--- config.mk ---
export PLATFORM = sky130hd
export DESIGN_NAME = memory_bus_cycle_progress
export DESIGN_NICKNAME = d
export VERILOG_FILES = /design/src/logic/gap_counter.v /design/src/logic/memory_bus_cycle_progress.v
export VERILOG_INCLUDE_DIRS = /design/src /design/src/logic
export SDC_FILE = /design/constraint.sdc
export NUM_CORES = 1
export LEC_CHECK = 0
export ABC_AREA = 0
export ABC_CLOCK_PERIOD_IN_PS = 4070
export BUFFER_PORTS_ARGS = -buffer_cell sky130_fd_sc_hd__buf_2
export CORE_MARGIN = 10
export CORE_UTILIZATION = 34
export DETAILED_ROUTE_END_ITERATION = 8
export PLACE_DENSITY = 0.61
export SYNTH_ARGS = -nofsm -noshare
export SYNTH_HDL_FRONTEND = slang
export SYNTH_SLANG_ARGS = --single-unit
--- constraint.sdc ---
create_clock -name ref_clk -period 4.07 [get_ports ref_clk]
set_clock_uncertainty 0.15 [all_clocks]
set_input_delay 0.814 -clock ref_clk [delete_from_list [all_inputs] [get_ports ref_clk]]
set_output_delay 0.814 -clock ref_clk [all_outputs]
set_load 0.005 [all_outputs]
--- src/logic/cycle_progress_defs.vh ---
// constants for the memory bus cycle progress tracker
// assumes inclusion by bare name from design files under logic/
`ifndef CYCLE_PROGRESS_DEFS_VH
`define CYCLE_PROGRESS_DEFS_VH
// cycle type codes, one bit each
`define CT_WIDTH      4
`define CT_NONE       4'h0
`define CT_LINE_FILL  4'h1
`define CT_ALLOC      4'h2
`define CT_WT_PALLOC  4'h4
`define CT_WT_UPGRADE 4'h8
// bit positions inside the cycle type code
`define CT_BIT_LFIL   0
`define CT_BIT_ALLOC  1
`define CT_BIT_WTPA   2
`define CT_BIT_WTPU   3
// spacing figures for first burst ready, in clocks
`define SNOOP_GAP_BASE 8'h01
`define LINE_MULT      8'h04
`define LINE_SHIFT     2
`define RATIO_WIDTH    4
`define GAP_WIDTH      8
`define ONE_GAP        8'h01
`define ZERO_GAP       8'h00
`define RATIO_RESET    4'h1
// state codes, one-hot
`define ST_IDLE   4'h1
`define ST_ACTIVE 4'h2
`define ST_SNPWB  4'h4
`define ST_SNOOP  4'h8
`endif

--- src/logic/gap_counter.v ---
// down counter timing the least spacing before a first burst ready
// assumes a load pulse restarts it and expired is high once the count ran out
`timescale 1ns/1ps
`default_nettype none
`include "cycle_progress_defs.vh"
module gap_counter #(
  parameter W = 8
) (
  input  wire         ref_clk,
  input  wire         rst,
  input  wire         load,
  input  wire [W-1:0] load_value,
  output reg          expired
);
  reg [W-1:0] count;  // clocks still to wait

  // load restarts, otherwise count down to zero
  always @(posedge ref_clk or posedge rst) begin
    if (rst) begin
      count   <= {W{1'b0}};
      expired <= 1'b1;
    end else if (load) begin
      count   <= load_value;
      expired <= 1'b0;
    end else if (count != {W{1'b0}}) begin
      count   <= count - {{(W-1){1'b0}}, 1'b1};
      expired <= 1'b0;
    end else begin
      expired <= 1'b1;
    end
  end
endmodule
`default_nettype wire

--- src/logic/memory_bus_cycle_progress.v ---
// tracker of the memory bus cycle progress handshake of a cache controller
// assumes all inputs synchronous to ref_clk, strobes active high, one clock
`timescale 1ns/1ps
`default_nettype none
`include "cycle_progress_defs.vh"
module memory_bus_cycle_progress #(
  parameter LRW = `RATIO_WIDTH,
  parameter GW  = `GAP_WIDTH
) (
  input  wire           ref_clk,
  input  wire           rst,
  // requests from the controller core
  input  wire           start_request,      // begin a cycle with address strobe
  input  wire           snoop_wb_request,   // begin a snoop writeback
  input  wire           memory_or_io_select,
  input  wire           write_or_read_select,
  input  wire           cacheable_request,  // active when set
  input  wire           ready_source,
  input  wire           potential_allocate, // active when set
  input  wire           locked_cycle,       // active when set
  input  wire           page_cache_disable,
  input  wire           page_writethrough,
  input  wire [LRW-1:0] line_ratio,
  // responses from the bus controller
  input  wire           bus_guarantee,
  input  wire           cacheability_window_end,
  input  wire           snoop_window_end,
  input  wire           cycle_ready,
  input  wire           next_address_request,
  input  wire           memory_cacheable_response,
  input  wire           memory_read_only_response,
  input  wire           writeback_select_response,
  input  wire           direct_to_modified,
  input  wire           memory_bus_data_ready,
  input  wire           memory_end_of_cycle,
  input  wire           cpu_burst_ready,
  input  wire           snoop_cycle_indication,
  // outputs to the bus
  output reg            cycle_address_strobe,
  output reg            snoop_address_strobe,
  output reg            data_transfer_start,
  // state seen by the core
  output wire           busy,
  output reg            guarantee_seen,
  output reg            cacheability_end_seen,
  output reg            snoop_end_seen,
  output reg            next_address_seen,
  output reg            snoops_enabled,
  output reg            cacheable_latched,
  output reg            read_only_latched,
  output reg            writeback_latched,
  output reg            modified_latched,
  output reg  [`CT_WIDTH-1:0] cycle_type,
  output reg            cycle_done,
  output reg            order_error,        // partner broke an ordering
  output wire           burst_ready_allowed
);
  localparam [3:0] IDLE   = `ST_IDLE;
  localparam [3:0] ACTIVE = `ST_ACTIVE;
  localparam [3:0] SNPWB  = `ST_SNPWB;
  localparam [3:0] SNOOP  = `ST_SNOOP;

  reg [3:0]     state;          // current cycle phase
  reg [3:0]     next_state;     // phase for the next clock
  reg [LRW-1:0] ratio;          // line ratio caught after reset
  reg           ratio_taken;    // ratio already captured
  reg           first_cpu_burst_ready_done; // first burst ready of cycle seen
  reg           eoc_seen;       // end of cycle seen in this cycle
  reg           eoc_block;      // one clock after ready, no end of cycle
  reg           data_seen;      // some data ready seen this cycle
  reg           snoop_load;     // reload snoop gap counter
  reg           first_cpu_burst_ready_load;     // reload previous-first gap counter
  wire          snoop_gap_ok;   // snoop spacing elapsed
  wire          first_cpu_burst_ready_gap_ok;   // first-to-first spacing elapsed
  wire          window_open;    // progress inputs are recognised
  wire          wb_cycle;       // snoop writeback in progress
  wire [GW-1:0] line_gap;       // four times line ratio
  wire [GW-1:0] snoop_gap;      // one plus four times line ratio

  // decode cycle type from the request attributes
  function [`CT_WIDTH-1:0] classify;
    input mio, wr, cache, rdy, palloc, lock, pcd, pwt;
    begin
      classify = `CT_NONE;
      classify[`CT_BIT_LFIL]  = mio & ~wr & cache & rdy;
      classify[`CT_BIT_ALLOC] = mio & ~wr & cache & ~rdy;
      classify[`CT_BIT_WTPA]  = palloc;
      classify[`CT_BIT_WTPU]  = mio & wr & ~palloc & ~lock & ~pcd & ~pwt;
    end
  endfunction

  // spacing in clocks scaled from the line ratio
  function [GW-1:0] scale_ratio;
    input [LRW-1:0] r;
    input [GW-1:0]  base;
    begin
      scale_ratio = base + ({{(GW-LRW){1'b0}}, r} << `LINE_SHIFT);
    end
  endfunction

  assign line_gap  = scale_ratio(ratio, `ZERO_GAP);
  assign snoop_gap = scale_ratio(ratio, `SNOOP_GAP_BASE);
  assign busy      = (state != IDLE);
  assign wb_cycle  = (state == SNPWB);
  // sampling only inside a cycle, which opens after previous ready
  assign window_open = (state == ACTIVE);
  assign burst_ready_allowed = snoop_gap_ok & first_cpu_burst_ready_gap_ok;

  // capture line ratio once after release of reset, static afterwards
  always @(posedge ref_clk or posedge rst) begin
    if (rst) begin
      ratio       <= `RATIO_RESET;
      ratio_taken <= 1'b0;
    end else if (!ratio_taken) begin
      ratio       <= line_ratio;
      ratio_taken <= 1'b1;
    end
  end

  // next phase; a new request waits for cycle ready of the last
  always @* begin
    next_state = state;
    case (state)
      IDLE: begin
        if (snoop_wb_request)
          next_state = SNOOP;                                        // strobe first
        else if (start_request)
          next_state = ACTIVE;
      end
      SNOOP:  next_state = SNPWB;
      ACTIVE: if (cycle_ready) next_state = IDLE;
      SNPWB:  if (cycle_ready) next_state = IDLE;
      default: next_state = IDLE;
    endcase
  end

  // strobes and phase; snoop writeback wins so strobes never coincide
  always @(posedge ref_clk or posedge rst) begin
    if (rst) begin
      state                <= IDLE;
      cycle_address_strobe <= 1'b0;
      snoop_address_strobe <= 1'b0;
      data_transfer_start  <= 1'b0;
      cycle_type           <= `CT_NONE;
      cycle_done           <= 1'b0;
    end else begin
      state                <= next_state;
      cycle_address_strobe <= (state == IDLE) & ~snoop_wb_request & start_request;
      snoop_address_strobe <= (state == IDLE) & snoop_wb_request;
      // transfer start with address strobe, or a clock after snoop strobe
      data_transfer_start  <= ((state == IDLE) & ~snoop_wb_request & start_request)
                              | (state == SNOOP);
      cycle_done           <= (state == ACTIVE | state == SNPWB) & cycle_ready;
      if ((state == IDLE) & ~snoop_wb_request & start_request)
        cycle_type <= classify(memory_or_io_select, write_or_read_select,
                               cacheable_request, ready_source,
                               potential_allocate, locked_cycle,
                               page_cache_disable, page_writethrough);
    end
  end

  // progress inputs: latched in window, seen flags held until cycle ready, attribute latches kept
  always @(posedge ref_clk or posedge rst) begin
    if (rst) begin
      guarantee_seen        <= 1'b0;
      cacheability_end_seen <= 1'b0;
      snoop_end_seen        <= 1'b0;
      next_address_seen     <= 1'b0;
      cacheable_latched     <= 1'b0;
      read_only_latched     <= 1'b0;
      writeback_latched     <= 1'b0;
      modified_latched      <= 1'b0;
    end else if (cycle_ready & (window_open | wb_cycle)) begin
      guarantee_seen        <= 1'b0;
      cacheability_end_seen <= 1'b0;
      snoop_end_seen        <= 1'b0;
      next_address_seen     <= 1'b0;
    end else if (window_open) begin
      // guarantee only for strobe-started cycles
      if (bus_guarantee)
        guarantee_seen <= 1'b1;
      // cacheability end counts after guarantee, attributes sampled there
      if (cacheability_window_end & (guarantee_seen | bus_guarantee)
          & ~cacheability_end_seen
          & (cycle_type[`CT_BIT_LFIL] | cycle_type[`CT_BIT_ALLOC]
             | cycle_type[`CT_BIT_WTPA])) begin
        cacheability_end_seen <= 1'b1;
        cacheable_latched     <= memory_cacheable_response;
        read_only_latched     <= memory_read_only_response;
      end
      // snoop end after guarantee is taken for every cycle type, as it reopens snooping
      if (snoop_window_end & (guarantee_seen | bus_guarantee) & ~snoop_end_seen) begin
        snoop_end_seen <= 1'b1;
        if (cycle_type != `CT_NONE) begin
          writeback_latched <= writeback_select_response;
          modified_latched  <= direct_to_modified;
        end
      end
      // next address recognised between guarantee and ready
      if (next_address_request & (guarantee_seen | bus_guarantee))
        next_address_seen <= 1'b1;
    end
    // outside the window nothing is taken; writeback ignores next address
  end

  // snoops off from strobe until snoop end or cycle ready
  always @(posedge ref_clk or posedge rst) begin
    if (rst)
      snoops_enabled <= 1'b1;
    else if (state == ACTIVE & cycle_ready)
      snoops_enabled <= 1'b1;
    else if (window_open & snoop_window_end & (guarantee_seen | bus_guarantee))
      snoops_enabled <= 1'b1;
    else if (cycle_address_strobe)
      snoops_enabled <= 1'b0;
  end

  // checks on the partner's ordering of data, end-of-cycle and window-end signals
  always @(posedge ref_clk or posedge rst) begin
    if (rst) begin
      eoc_seen        <= 1'b0;
      eoc_block       <= 1'b0;
      data_seen       <= 1'b0;
      first_cpu_burst_ready_done <= 1'b0;
      order_error     <= 1'b0;
    end else begin
      eoc_block <= cycle_ready;
      if (cycle_address_strobe) begin
        eoc_seen        <= 1'b0;
        data_seen       <= 1'b0;
        first_cpu_burst_ready_done <= 1'b0;
      end else begin
        if (memory_end_of_cycle)
          eoc_seen <= 1'b1;
        if (memory_bus_data_ready)
          data_seen <= 1'b1;
        if (cpu_burst_ready)
          first_cpu_burst_ready_done <= 1'b1;
      end
      // sticky until reset; the seven broken orders below are flagged
      if ((memory_bus_data_ready & (cycle_address_strobe | state == IDLE))
          | (memory_bus_data_ready & eoc_seen & ~memory_end_of_cycle)
          | (cycle_ready & state == ACTIVE & ~eoc_seen & ~memory_end_of_cycle)
          | (memory_end_of_cycle & (eoc_block | cpu_burst_ready))
          | (cpu_burst_ready & ~first_cpu_burst_ready_done & ~burst_ready_allowed)
          | (window_open & cacheability_window_end & ~guarantee_seen
             & ~bus_guarantee)
          | (window_open & snoop_window_end & ~cacheability_end_seen
             & ~cacheability_window_end & cycle_type[`CT_BIT_LFIL]))
        order_error <= 1'b1;
    end
  end

  // reload triggers for the two spacing counters
  always @* begin
    snoop_load = snoop_cycle_indication & ~guarantee_seen;
    first_cpu_burst_ready_load = cpu_burst_ready & ~first_cpu_burst_ready_done & busy;
  end

  gap_counter #(.W(GW)) snoop_spacing (
    .ref_clk    (ref_clk),
    .rst        (rst),
    .load       (snoop_load),
    .load_value (snoop_gap),
    .expired    (snoop_gap_ok)
  );

  gap_counter #(.W(GW)) first_spacing (
    .ref_clk    (ref_clk),
    .rst        (rst),
    .load       (first_cpu_burst_ready_load),
    .load_value (line_gap),
    .expired    (first_cpu_burst_ready_gap_ok)
  );
endmodule
`default_nettype wire

==> results of run 1 <==
## path summary, 6_finish.rpt
check | startpoint | end | slack (ns) | cells after the start
max | state[0]$_DFFE_PP1P_ | busy | 1.46 | 3
min | order_error$_DFFE_PP0P_ | order_error$_DFFE_PP0P_ | 0.33 | 2
max reg2reg | state[3]$_DFFE_PP0P_ | modified_latched$_DFFE_PP0P_ | 1.83 | 4
min reg2reg | order_error$_DFFE_PP0P_ | order_error$_DFFE_PP0P_ | 0.33 | 2
max in group asynchronous | rst | first_spacing.count[6]$_DFFE_PP0N_ | 2.60 | 2
min in group asynchronous | rst | read_only_latched$_DFFE_PP0P_ | 0.58 | 2
## cell usage after synthesis, types with 2 or more instances
| cell type | count | area share [%] |
|---|---|---|
| or3_1 | 3 | 0.84 |
| o31ai_1 | 5 | 1.7 |
| inv_1 | 12 | 2.0 |
| mux2i_1 | 2 | 0.89 |
| a21oi_1 | 10 | 2.2 |
| xnor2_1 | 6 | 2.3 |
| nor4_1 | 5 | 1.4 |
| nor3_1 | 6 | 1.3 |
| ha_1 | 4 | 2.2 |
| nor2b_1 | 5 | 1.4 |
| dfstp_2 | 5 | 5.9 |
| clkbuf_1 | 4 | 0.67 |
| nor2_1 | 30 | 5.0 |
| a22o_1 | 2 | 0.78 |
| o21ai_0 | 5 | 1.1 |
| nand3b_1 | 4 | 1.3 |
| nand3_1 | 4 | 0.89 |
| a211oi_1 | 2 | 0.67 |
| xor2_1 | 4 | 1.6 |
| dfrtp_1 | 43 | 48 |
| mux2_2 | 7 | 3.5 |
| nand2b_1 | 4 | 1.1 |
| a32oi_1 | 2 | 0.78 |
| mux2_4 | 2 | 1.3 |
| or4_1 | 2 | 0.67 |
| and2_1 | 3 | 0.84 |
| nand2_1 | 13 | 2.2 |
## power by group through the flow
stage | Sequential, mW | Combinational (mW) | Clock, mW
2_1_floorplan | 0.784 | 0.417 | 0
3_3_place_gp | 0.809 | 0.579 | 0
3_5_place_dp | 0.812 | 0.587 | 0
4_1_cts | 0.806 | 0.591 | 0.307
5_1_grt | 0.832 | 0.662 | 0.330
6_report | 0.804 | 0.579 | 0.297
## layout make-up
type | count | area (µm²)
Fill cell | 647 | 3725
Sequential cell | 48 | 1207
Multi-Input combinational cell | 147 | 970.9
Timing Repair Buffer | 49 | 247.7
Tap cell | 77 | 96.34
Clock buffer | 7 | 86.33
Inverter | 12 | 45.04
Clock inverter | 1 | 7.507
## sequential cells by signal (all words and copies together) (netlist names), 4 cells and up
signal / count
first_spacing.count: 8
snoop_spacing.count: 8
cycle_type: 4
ratio: 4
state: 4
## critical path: cells and delay by family, from the launching register on
kind	cells	cell delay (ns)
buffers and inverters	2	0.26
flip-flops	1	0.62
AND/OR/NAND/NOR	1	0.47
## layer usage
layer / vias up / GRT usage [%]
li1: 831 / -
met1: 807 / 12.12
met2: 42 / 15.19
met3: 4 / 4.697
met4: 0 / 2.894
met5: - / 0
## metrics by stage
step / std cells / power, mW / hold slack [ns] / util (%) / worst slack, ns
3_5_place_dp: 333 / 1.399 / 0.3163 / 40.20 / 1.773
6_report: 341 / 1.680 / 0.3309 / 41.67 / 1.456
2_1_floorplan: 211 / 1.202 / 0.3051 / - / 1.970
5_1_grt: 341 / 1.825 / 0.3559 / 41.67 / 1.317
4_1_cts: 341 / 1.703 / 0.3372 / 41.67 / 1.421
3_3_place_gp: 333 / 1.389 / 0.3169 / 40.20 / 1.820
## logic make-up after synthesis
kind of cell	share of synthesized area, %
other	0.1675
buffers and inverters	2.683
AO/OA/AOI/OAI	10.01
AND/OR/NAND/NOR	21.30
adder cells (fa/ha/maj)	2.236
flip-flops	53.94
XOR/XNOR	3.913
multiplexers	5.758
==> summary by stage, run 1 <==
Pwr
The share of power burned in registers is 47.9%. The analysis attributes to cell leakage a power of 1.251 nW. Net switching is 35.96% of the power. VDD sags by at most 275.0 µV. The clock share of power is 17.7%. The total power divided by cell area is 631.2 mW/mm². The design internal power is 1.076 mW. The net switching power is 604.0 µW. Combinational cells account for 34.4% of the total power.

Detailed routing
The wire length reported by the detailed router is 4.819 mm. The met3 routed wirelength is 430 µm. The routed via count is 1684. The top routing layer in use is met4. The routed length per instance is 14.13 µm. The number of iterations in the first detailed-routing pass is 4. For this run, design rule violations remaining after detail routing come to 0. The via count normalized by instance count is 4.938.

The routed metal-1 wire length is 2.120 mm. The detailed router finished its first iteration with 42 violations. Once detail routing completed, the nets flagged for antenna violations numbered 0. After detailed routing, the met2 layer carries 2.234 mm of wire.

Cells and area
The total inserted antenna cells is 0. The final instance area is 0.002661 mm². The proportion of layout cells with a drive suffix above 1 is 29.17%. From synthesis to final layout, the design area changed by 18.89%. The library cells used most frequently in the layout, excluding fill and tap cells, are buf_2 (48), dfrtp_1 (43), nor2_1 (30). The library cell used most frequently in the layout, excluding fill and tap cells, is buf_2.

In the final design database the tool counted 296 nets.

Global route
The initial antenna violation count is 0. The wire length of the first global-routing pass is 8.280 mm. The total track usage is 9.898%. Summed over all layers, the global routing overflow is 0. The via count of the first global-routing pass is 1741. Entering global routing, the biggest net connects 49 pins.

Placement
Port buffering added 48 buffers. The last weighted congestion value of the routability-driven placer is 0.7999. The wire-length estimate of the detail-placed layout is 3.691 mm.

The placed instances occupy a cell area of 0.002567 mm².

STA
For the final routed database, the setup TNS stands at 0 ns. The maximum clock rate is 382.6 MHz. The count of endpoints failing hold in the final timing report is 0. Setup violations remaining at the end of the flow were counted as 0. Setup repair after global routing left no endpoint under its margin. The slew at the pin closest to its max-slew limit is 0.9539 ns. The portion of the clock cycle consumed by the worst path in the final layout is 64.22%. The max-slew headroom at the worst pin is 36.31%.

Counting I/O delays and the setup requirement, the final critical path takes 2.614 ns. The max-slew violation count is 0.

Yosys
Synthesis produced a netlist with a net count of 244. The number of instances in the synthesized netlist is 211. The synthesized design contains 48 register bits. The netlist area before placement is 0.002238 mm². Each instance of the synthesized netlist takes up on average 10.61 µm².

The share of the Yosys chip area taken by registers is 53.94%. Among all flip-flop cells after synthesis, the most frequent one is dfrtp_1. The fraction of registers with async set or reset after synthesis is 100.0%. The number of different library cells used by synthesis comes to 44. Yosys mapped a number of flops with a built-in enable equal to 0. During synthesis, Yosys emitted a total of 0 warnings.

Clock tree
Gates resized during post-CTS repair numbered 0. The TritonCTS buffer count is 5. TritonCTS built the clock tree. Counting along the longest clock path gives a buffer depth of 2.

The tree is rooted in a clkbuf_8. The clock-pin slew of the registers on the worst-case setup and hold paths is 0.09 ns. The number of hold buffers added after CTS was 0. For this design, the sink count on the clock tree is 48. The worst-skew pair later-pin latency is 0.30 ns. Buffers added to address setup during post-CTS repair amount to 0.

The maximum level of the CTS H-tree is 2.

Floorplan
The width of the die is 101.1 µm. The die area is 0.01023 mm². The starting density of the core is 35.05%. The placeable core area is 0.006386 mm². The initialized floorplan defines 29 standard-cell rows. The boundary pin count is 49. The die is 101.1 µm tall.

Setup path
The critical path goes through nor4b_2 -> inv_1 -> buf_2. In this run the worst path has a maximum fanout of 7. The setup path with the least slack is of type reg2out. The worst setup path is captured at a primary output. At the worst endpoint, the arrival time is 1.65 ns. At the worst endpoint, the required time is 3.11 ns.

The startpoint type of the worst setup path is a flip-flop. On the worst path, the slowest cell contributes a delay of 0.62 ns. The slowest stage of the critical path is the dfstp_2 cell.

Worst hold path
The tightest min-delay check is of the reg2reg type.

Outcome
The run finished with clean final reports.

Flow run
The number of max-capacitance violations reported is 0.
Note: power is estimated with default switching activity, not from simulation.
==> inputs of run 2 (changes only) <==
ABC_AREA = 1   (was 0)
ABC_CLOCK_PERIOD_IN_PS = 2400   (was 4070)
PLACE_DENSITY = 0.63   (was 0.61)
clock period = 2.4 ns   (was 4.07 ns; I/O delays follow)
==> run 2 against run 1 <==
Against the previous run:
- sequential cell count is the same
- first-iteration DRC count shrank 29%
- via count grew 20%
- area after synthesis grew 8.7%
- register-to-register slack lost 0.96 ns
- final area grew 9.1%
- die area grew 6.9%
- critical endpoint unchanged
- highest routed layer unchanged
==> summary by stage, run 2 <==
Outcome
Status: completed (unchanged).

Global route
The total track usage came to 10.22% (was 9.898%). The largest net degree at the start of global routing is 27 (was 49). The total overflow reported by the global router is 0 (unchanged). The via count of the first global-routing pass is 2143 (was 1741). The initial antenna violation count is 0 (unchanged). The wire length of the first global-routing pass was 9.494 mm (was 8.280 mm).

Setup path
The worst-case register-to-register setup slack came to 0.87 ns (was 1.83 ns). The total number of cells along the worst setup path is 3 (unchanged). The family of cells with the greatest summed delay on the critical path is flip-flops (unchanged). The kind of end point of the critical path is a primary output (unchanged).

The startpoint of the worst register-to-register path was first_spacing.count[0]$_DFFE_PP0N_ (was state[3]$_DFFE_PP0P_). The buffering stage count on the worst path with inverters included is 1 (was 2). The required arrival time at the worst endpoint is 1.77 ns (was 3.11 ns). The startpoint type of the worst setup path is a flip-flop (unchanged). The delay of the slowest cell on the worst path is 0.44 ns (was 0.62 ns). The critical path's slowest cell is dfrtp_1 (was dfstp_2). The category of the most critical setup path is reg2out (unchanged). CP Cell Sequence: nor2_2 -> nand3_2 -> buf_2 (was nor4b_2 -> inv_1 -> buf_2).

The destination of the worst register-to-register timing path is first_spacing.count[2]$_DFFE_PP0N_ (was modified_latched$_DFFE_PP0P_). The peak fanout along the critical path is 5 (was 7). The critical path data arrival time is 1.20 ns (was 1.65 ns). The number of cells traversed by the worst register-to-register path is 7 (was 4).

Detailed routing
The routed length per instance is 12.04 µm (was 14.13 µm). The length of routed met2 wiring is 2.538 mm (was 2.234 mm). The routed metal-1 wire length was 2.509 mm (was 2.120 mm). The number of antenna-violating nets in the routed design is 0 (unchanged). The routed via count is 2028 (was 1684). The number of iterations in the first detailed-routing pass is 4 (unchanged).

The wire length reported by the detailed router was 5.455 mm (was 4.819 mm). The total DRC errors in the routed layout is 0 (unchanged). The top routing layer in use is met4 (unchanged). The via count normalized by instance count is 4.477 (was 4.938).

The met3 routed wirelength is 361 µm (was 430 µm). The number of design-rule violations left by the first detailed-router iteration came to 30 (was 42).

Yosys
The netlist area before placement is 0.002432 mm² (was 0.002238 mm²). The total nets after synthesis was 332 (was 244). The flip-flop and latch count after synthesis was 48 (unchanged). The post-synthesis area per instance is 8.135 µm² (was 10.61 µm²). The number of warnings reported in the yosys synthesis log is 0 (unchanged).

The top cell type by total area after synthesis is dfrtp_1 (unchanged). The number of enable-type register cells in the synthesized netlist is 0 (unchanged). Top cells by count, synth: nand2_1 (76), inv_1 (44), dfrtp_1 (43) (was dfrtp_1 (43), nor2_1 (30), nand2_1 (13)). The number of distinct library cells after synthesis was 29 (was 44). The number of instances in the synthesized netlist is 299 (was 211). The fraction of post-synthesis cell area in the top cell type by area is 44.24% (was 48.07%). The most frequent cell after synthesis is nand2_1 (was dfrtp_1). The proportion of synthesized chip area in sequential cells came to 49.64% (was 53.94%).

The fraction of registers with async set or reset after synthesis is 100.0% (unchanged). The commonest register cell after synthesis is dfrtp_1 (unchanged). Dominant cells by area after synthesis: dfrtp_1 (44%), nand2_1 (12%), inv_1 (6.8%) (was dfrtp_1 (48%), dfstp_2 (5.9%), nor2_1 (5.0%)).

Pwr
The standby leakage power is 1.542 nW (was 1.251 nW). The net switching power is 1.303 mW (was 604.0 µW). The post-layout total power is 3.165 mW (was 1.680 mW). The clock share of power is 16.0% (was 17.7%). The share of power burned in registers is 41.6% (was 47.9%). The design internal power came to 1.862 mW (was 1.076 mW).

The switching share of power was 41.18% (was 35.96%). The total power divided by cell area was 1090 mW/mm² (was 631.2 mW/mm²). The proportion of power drawn by combinational gates is 42.4% (was 34.4%). The maximum vdd drop is 446.3 µV (was 275.0 µV).

Cells and area
The most common cell after layout, fill and taps aside is nand2_1 (was buf_2). The number of nets in the layout is 389 (was 296). Registers with the most flip-flops: first_spacing.count x8, snoop_spacing.count x8 (unchanged). The total inserted antenna cells came to 0 (unchanged).

The layout-stage area growth over the synthesis result is 19.34% (was 18.89%). Top library cells by usage in the layout, fill and taps aside: nand2_1 (76), buf_2 (48), inv_1 (43), dfrtp_1 (43), nor2_1 (39) (was buf_2 (48), dfrtp_1 (43), nor2_1 (30)). The utilization after layout is 42.26% (was 41.67%). The proportion of layout cells with a drive suffix above 1 was 26.05% (was 29.17%).

Clock tree
The maximum level of the CTS H-tree came to 2 (unchanged). The CTS tree was done (unchanged). The worst-skew pair later-pin latency was 0.30 ns (about the same). The TritonCTS buffer count was 5 (unchanged). The number of setup buffers added after CTS is 0 (unchanged).

The number of gates resized after CTS is 0 (unchanged). The clock-pin slew of the registers on the worst-case setup and hold paths is 0.09 ns (about the same). The count of hold buffers inserted by post-cts repair is 0 (unchanged). The buffer cell driving the clock tree root is clkbuf_8 (unchanged). The worst-case clock buffer depth is 2 (unchanged). The number of clock sinks is 48 (unchanged).

STA
The max-slew violation count is 0 (unchanged). The worst-case hold slack was 0.05228 ns (was 0.3309 ns). RSZ-0062 raised after global routing: false (unchanged). Of the available clock period, the critical path in the final layout requires 76.19%.

Counting I/O delays and the setup requirement, the final critical path takes 1.829 ns. The total of endpoints with negative setup slack in the final report is 0 (unchanged). The count of endpoints failing hold in the final timing report is 0 (unchanged). The max-slew headroom at the worst pin is 63.85% (was 36.31%). The maximum clock rate is 546.9 MHz. The slew at the pin closest to its max-slew limit is 0.5414 ns (was 0.9539 ns). The accumulated negative setup slack is 0 ns (unchanged).

Floorplan
The boundary pin count is 49 (unchanged). The starting density of the core is 35.41% (was 35.05%). The width of the die is 104.6 µm (was 101.1 µm). The placement row count came to 30 (was 29).

The die area came to 0.01094 mm² (was 0.01023 mm²). The floorplan die height is 104.6 µm (was 101.1 µm). The placeable core area was 0.006869 mm² (was 0.006386 mm²).

Placement
The number of input and output port buffers inserted is 48 (unchanged). The post-DP HPWL was 4.336 mm (was 3.691 mm). The last weighted congestion value of the routability-driven placer is 0.8367 (was 0.7999).

Flow run
The number of max-capacitance violations reported came to 0 (unchanged).

Worst hold path
The type of the worst min-delay path was in2async (was reg2reg).
## run 2: cell types whose count changed in the layout (fill, tap and decap cells not counted), moves of 5 or more
cell | previous run | this run
o31ai_1 | 5 | 0
nand3_1 | 4 | 20
nor2_1 | 30 | 39
nor4_1 | 5 | 0
nand2_1 | 13 | 76
inv_1 | 11 | 43
nor2_2 | 0 | 6
nor2b_1 | 5 | 0
a21oi_1 | 10 | 5
o21ai_1 | 0 | 7
o21ai_0 | 5 | 16
## run 2: layer usage
metal | GRT usage [%] | vias up
li1 | - | 1043
met1 | 12.09 | 928
met2 | 17.01 | 48
met3 | 3.993 | 9
met4 | 2.549 | 0
met5 | 0 | -
## run 2: kinds of logic (layout without fill, tap and decap cells)
group,after synthesis,count (layout),share of synthesized area (%)
buffers and inverters,46,104,7.150
AOI/OAI and AO/OA,32,32,7.202
DFF,48,48,49.64
xor gates and xnor gates,4,4,1.441
other,1,1,0.1542
muxes,4,4,1.852
and+or+nand+nor,160,160,30.50
adders and majority gates,4,4,2.058
## run 2: area by class of cell
class / count / area [µm²]
clock buffer: 7 / 86.33
clock inverter: 1 / 8.758
fill: 721 / 3966
inverter: 46 / 173.9
multi-input combinational: 205 / 1051
sequential: 48 / 1207
tap: 96 / 120.1
timing repair buffer: 50 / 255.2
## run 2: metrics by stage
stage	cell area (µm²)	std cells	worst slack, ns
after detailed placement	2808	445	0.8738
final	2903	453	0.5714
after floorplan	2432	299	0.6338
after CTS	2903	453	0.5511
after global placement	2808	445	0.8816
after global routing	2903	453	0.4928
## run 2: power by group through the flow
stage	combinational (mW)	clock [mW]	sequential (mW)
floorplan	1.00	0	1.29
global placement	1.33	0	1.32
detailed placement	1.36	0	1.32
CTS	1.36	0.525	1.32
global route	1.56	0.552	1.35
finish	1.34	0.507	1.32
## run 2: worst max-delay path by stage
stage | from | endpoint | slack, ns
after CTS | state[3]$_DFFE_PP0P_ | busy | 0.55
after global placement | cycle_ready | modified_latched$_DFFE_PP0P_ | 0.88
final | state[2]$_DFFE_PP0P_ | busy | 0.57
after detailed placement | cycle_ready | modified_latched$_DFFE_PP0P_ | 0.87
after global routing | state[2]$_DFFE_PP0P_ | busy | 0.49
after floorplan | rst | cacheability_end_seen$_DFFE_PP0P_ | 0.63
## run 2: worst register-to-register path: cells and delay by family (launching register included)
kind,cells,cell delay [ns]
AO/OA/AOI/OAI,1,0.07
adder cells (fa/ha/maj),1,0.20
buffers and inverters,2,0.25
flip-flops,1,0.37
AND/OR/NAND/NOR,3,0.39
==> inputs of run 3 (changes only) <==
ABC_AREA = 0   (was 1)
ABC_CLOCK_PERIOD_IN_PS = 1600   (was 2400)
clock period = 1.6 ns   (was 2.4 ns; I/O delays follow)
==> run 3 against run 2 <==
Against the previous run:
- critical path depth increased by 1
- largest cell class is now multi-input gates
- clock power grew 48%
- worst setup slack worse by 0.94 ns
- register-to-register slack worse by 1.2 ns
- global-route usage increased by 0.82 points
- die area decreased by 6.5%
- via count fell by 3.7%
- final area rose by 17%
- the run now ends with setup timing left
- highest routed layer unchanged
- wire length up 4.4%
- critical path type is now reg2reg
- combinational power rose by 120%
==> summary by stage, run 3 (synthesis results as in run 1) <==
Placement
The post-DP HPWL is 4.218 mm (was 4.336 mm). The cell area after placement is 0.002984 mm² (was 0.002808 mm²). The last weighted congestion value of the routability-driven placer came to 0.8817 (was 0.8367).

The number of input and output port buffers inserted came to 48 (unchanged).

Global route
The initial antenna violation count is 0 (unchanged). The largest net degree at the start of global routing is 17 (was 27). The wire length of the first global-routing pass is 9.356 mm (was 9.494 mm). The via count of the first global-routing pass was 2033 (was 2143). The total track usage is 11.04% (was 10.22%). The total overflow reported by the global router came to 0 (unchanged).

Floorplan
The floorplan die height is 101.1 µm (was 104.6 µm). The width of the die is 101.1 µm (was 104.6 µm). The placement row count is 29 (was 30).

The boundary pin count is 49 (unchanged). The placeable core area was 0.006386 mm² (was 0.006869 mm²). The starting density of the core came to 35.05% (was 35.41%). The die area is 0.01023 mm² (was 0.01094 mm²).

Clock tree
The CTS tree is done (unchanged). The number of clock sinks came to 48 (unchanged). The clock-pin slew of the registers on the worst-case setup and hold paths came to 0.09 ns (about the same).

The TritonCTS buffer count is 5 (unchanged). The worst-skew pair later-pin latency came to 0.29 ns (was 0.30 ns). The worst-case clock buffer depth is 2 (unchanged). The maximum level of the CTS H-tree is 2 (unchanged).

The buffer cell driving the clock tree root is clkbuf_8 (unchanged).

Pwr
The standby leakage power was 1.616 nW (was 1.542 nW). The post-layout total power is 5.602 mW (was 3.165 mW). The design internal power was 3.629 mW (was 1.862 mW).

The net switching power is 1.973 mW (was 1.303 mW). The clock share of power is 13.4% (was 16.0%). The switching share of power came to 35.22% (was 41.18%).

The maximum vdd drop is 817.3 µV (was 446.3 µV). The total power divided by cell area is 1652 mW/mm² (was 1090 mW/mm²). The proportion of power drawn by combinational gates is 51.8% (was 42.4%).

The share of power burned in registers is 34.8% (was 41.6%).

Cells and area
Top library cells by usage in the layout, fill and taps aside: buf_4 (49), buf_2 (47), dfrtp_1 (42) (was nand2_1 (76), buf_2 (48), inv_1 (43), dfrtp_1 (43), nor2_1 (39)). The number of nets in the layout is 352 (was 389). Registers with the most flip-flops: first_spacing.count x8, snoop_spacing.count x8 (unchanged). The proportion of layout cells with a drive suffix above 1 is 53.13% (was 26.05%).

The utilization after layout is 53.12% (was 42.26%). The total inserted antenna cells is 0 (unchanged). The layout-stage area growth over the synthesis result is 51.54% (was 19.34%). The final instance area came to 0.003392 mm² (was 0.002903 mm²). The most common cell after layout, fill and taps aside is buf_4 (was nand2_1).

STA
The clock period minus worst slack is 1.968 ns. The total of endpoints with negative setup slack in the final report was 32 (was 0). The final critical path takes up 123.0% of the cycle.

The count of endpoints failing hold in the final timing report is 0 (unchanged). The post-layout worst setup margin is -0.3685 ns (was 0.5714 ns). The max-slew headroom at the worst pin is 63.65% (was 63.85%).

The max-slew violation count came to 0 (unchanged). The accumulated negative setup slack was -6.567 ns (was 0 ns). The slew at the pin closest to its max-slew limit was 0.5403 ns (was 0.5414 ns). The maximum clock rate is 508.0 MHz. The worst-case hold slack is 0.07862 ns (was 0.05228 ns). RSZ-0062 raised after global routing: true (was false).

Setup path
CP Cell Sequence: nor4b_4 -> o21ai_2 -> or4_4 -> mux2_4 (was nor2_2 -> nand3_2 -> buf_2). The peak fanout along the critical path is 3 (was 5). The delay of the slowest cell on the worst path is 0.56 ns (was 0.44 ns). The kind of end point of the critical path is a flip-flop (was primary output). The startpoint type of the worst setup path is a flip-flop (unchanged).

The required arrival time at the worst endpoint was 1.64 ns (was 1.77 ns). The category of the most critical setup path is reg2reg (was reg2out). The critical path data arrival time is 2.01 ns (was 1.20 ns). The critical path's slowest cell is or4_4 (was dfrtp_1). The buffering stage count on the worst path with inverters included is 0 (was 1).

The family of cells with the greatest summed delay on the critical path was simple AND/OR/NAND/NOR gates (was flip-flops).

Flow run
The number of max-capacitance violations reported is 0 (unchanged).

Detailed routing
The wire length reported by the detailed router is 5.695 mm (was 5.455 mm). The total DRC errors in the routed layout is 0 (unchanged). The routed via count came to 1952 (was 2028). The number of iterations in the first detailed-routing pass is 4 (unchanged).

The via count normalized by instance count was 4.917 (was 4.477). The number of design-rule violations left by the first detailed-router iteration came to 41 (was 30). The number of antenna-violating nets in the routed design is 0 (unchanged). The routed length per instance came to 14.35 µm (was 12.04 µm).

Worst hold path
The type of the worst min-delay path is in2reg (was in2async).

Outcome
The checks that failed: setup timing. Status: finished, violations left (was completed).
-- run 3: changes by cell type in the layout (fill, tap and decap cells not counted), moves of 5 or more --
cell,previous run,this run
inv_1,43,9
buf_6,0,5
nand3_1,20,2
buf_4,2,49
nor2_1,39,23
o21ai_0,16,0
nand2_1,76,12
-- run 3: routing by layer --
layer / part of all wire, % / vias up / GRT usage, %
li1: - / 956 / -
met1: 42 / 945 / 12.95
met2: 51 / 47 / 19.04
met3: 6.3 / 4 / 3.880
met4: 0.70 / 0 / 2.251
met5: 0 / - / 0
-- run 3: power groups by stage --
stage	combinational [mW]	clock, mW	sequential [mW]
after global placement	2.29	0	1.94
after global routing	3.20	0.823	2.01
final	2.90	0.749	1.95
after detailed placement	2.33	0	1.95
after CTS	2.64	0.769	1.95
after floorplan	1.19	0	2.04
-- run 3: layout make-up --
cell class                      instances  area [µm²]
Clock buffer                            6       82.58
Clock inverter                          2       10.01
Fill cell                             574        2994
Inverter                               12       48.80
Multi-Input combinational cell        147        1221
Sequential cell                        48        1209
Tap cell                               77       96.34
Timing Repair Buffer                  105       724.4
-- run 3: through the flow --
stage / cells / setup slack [ns]
6_report: 397 / -0.3685
2_1_floorplan: 211 / -0.4165
5_1_grt: 397 / -0.4243
4_1_cts: 388 / -0.3785
3_5_place_dp: 373 / -0.5466
3_3_place_gp: 373 / -0.5233
-- run 3: what timing repair did --
action / CTS / global route
setup buffers: 6 / 12
endpoints found under the setup margin: 31 / 35
pin swaps: 4 / 17
resized for setup: 23 / 24
endpoints found under the hold margin: 8 / 0
hold buffers: 1 / 0
-- run 3: path summary, 6_finish.rpt --
check	startpoint	to	slack (ns)	cells past startpoint
min in group asynchronous	rst	snoop_spacing.count[7]$_DFFE_PP0N_	0.37	3
max in group asynchronous	rst	snoops_enabled$_DFFE_PP1P_	0.44	4
worst max register to register	state[3]$_DFFE_PP0P_	cacheable_latched$_DFFE_PP0P_	-0.37	4
worst min-delay path	ready_source	cycle_type[1]$_DFFE_PP0P_	0.08	2
worst min register to register	eoc_block$_DFF_PP0_	order_error$_DFFE_PP0P_	0.35	2
worst max-delay path	state[3]$_DFFE_PP0P_	cacheable_latched$_DFFE_PP0P_	-0.37	4
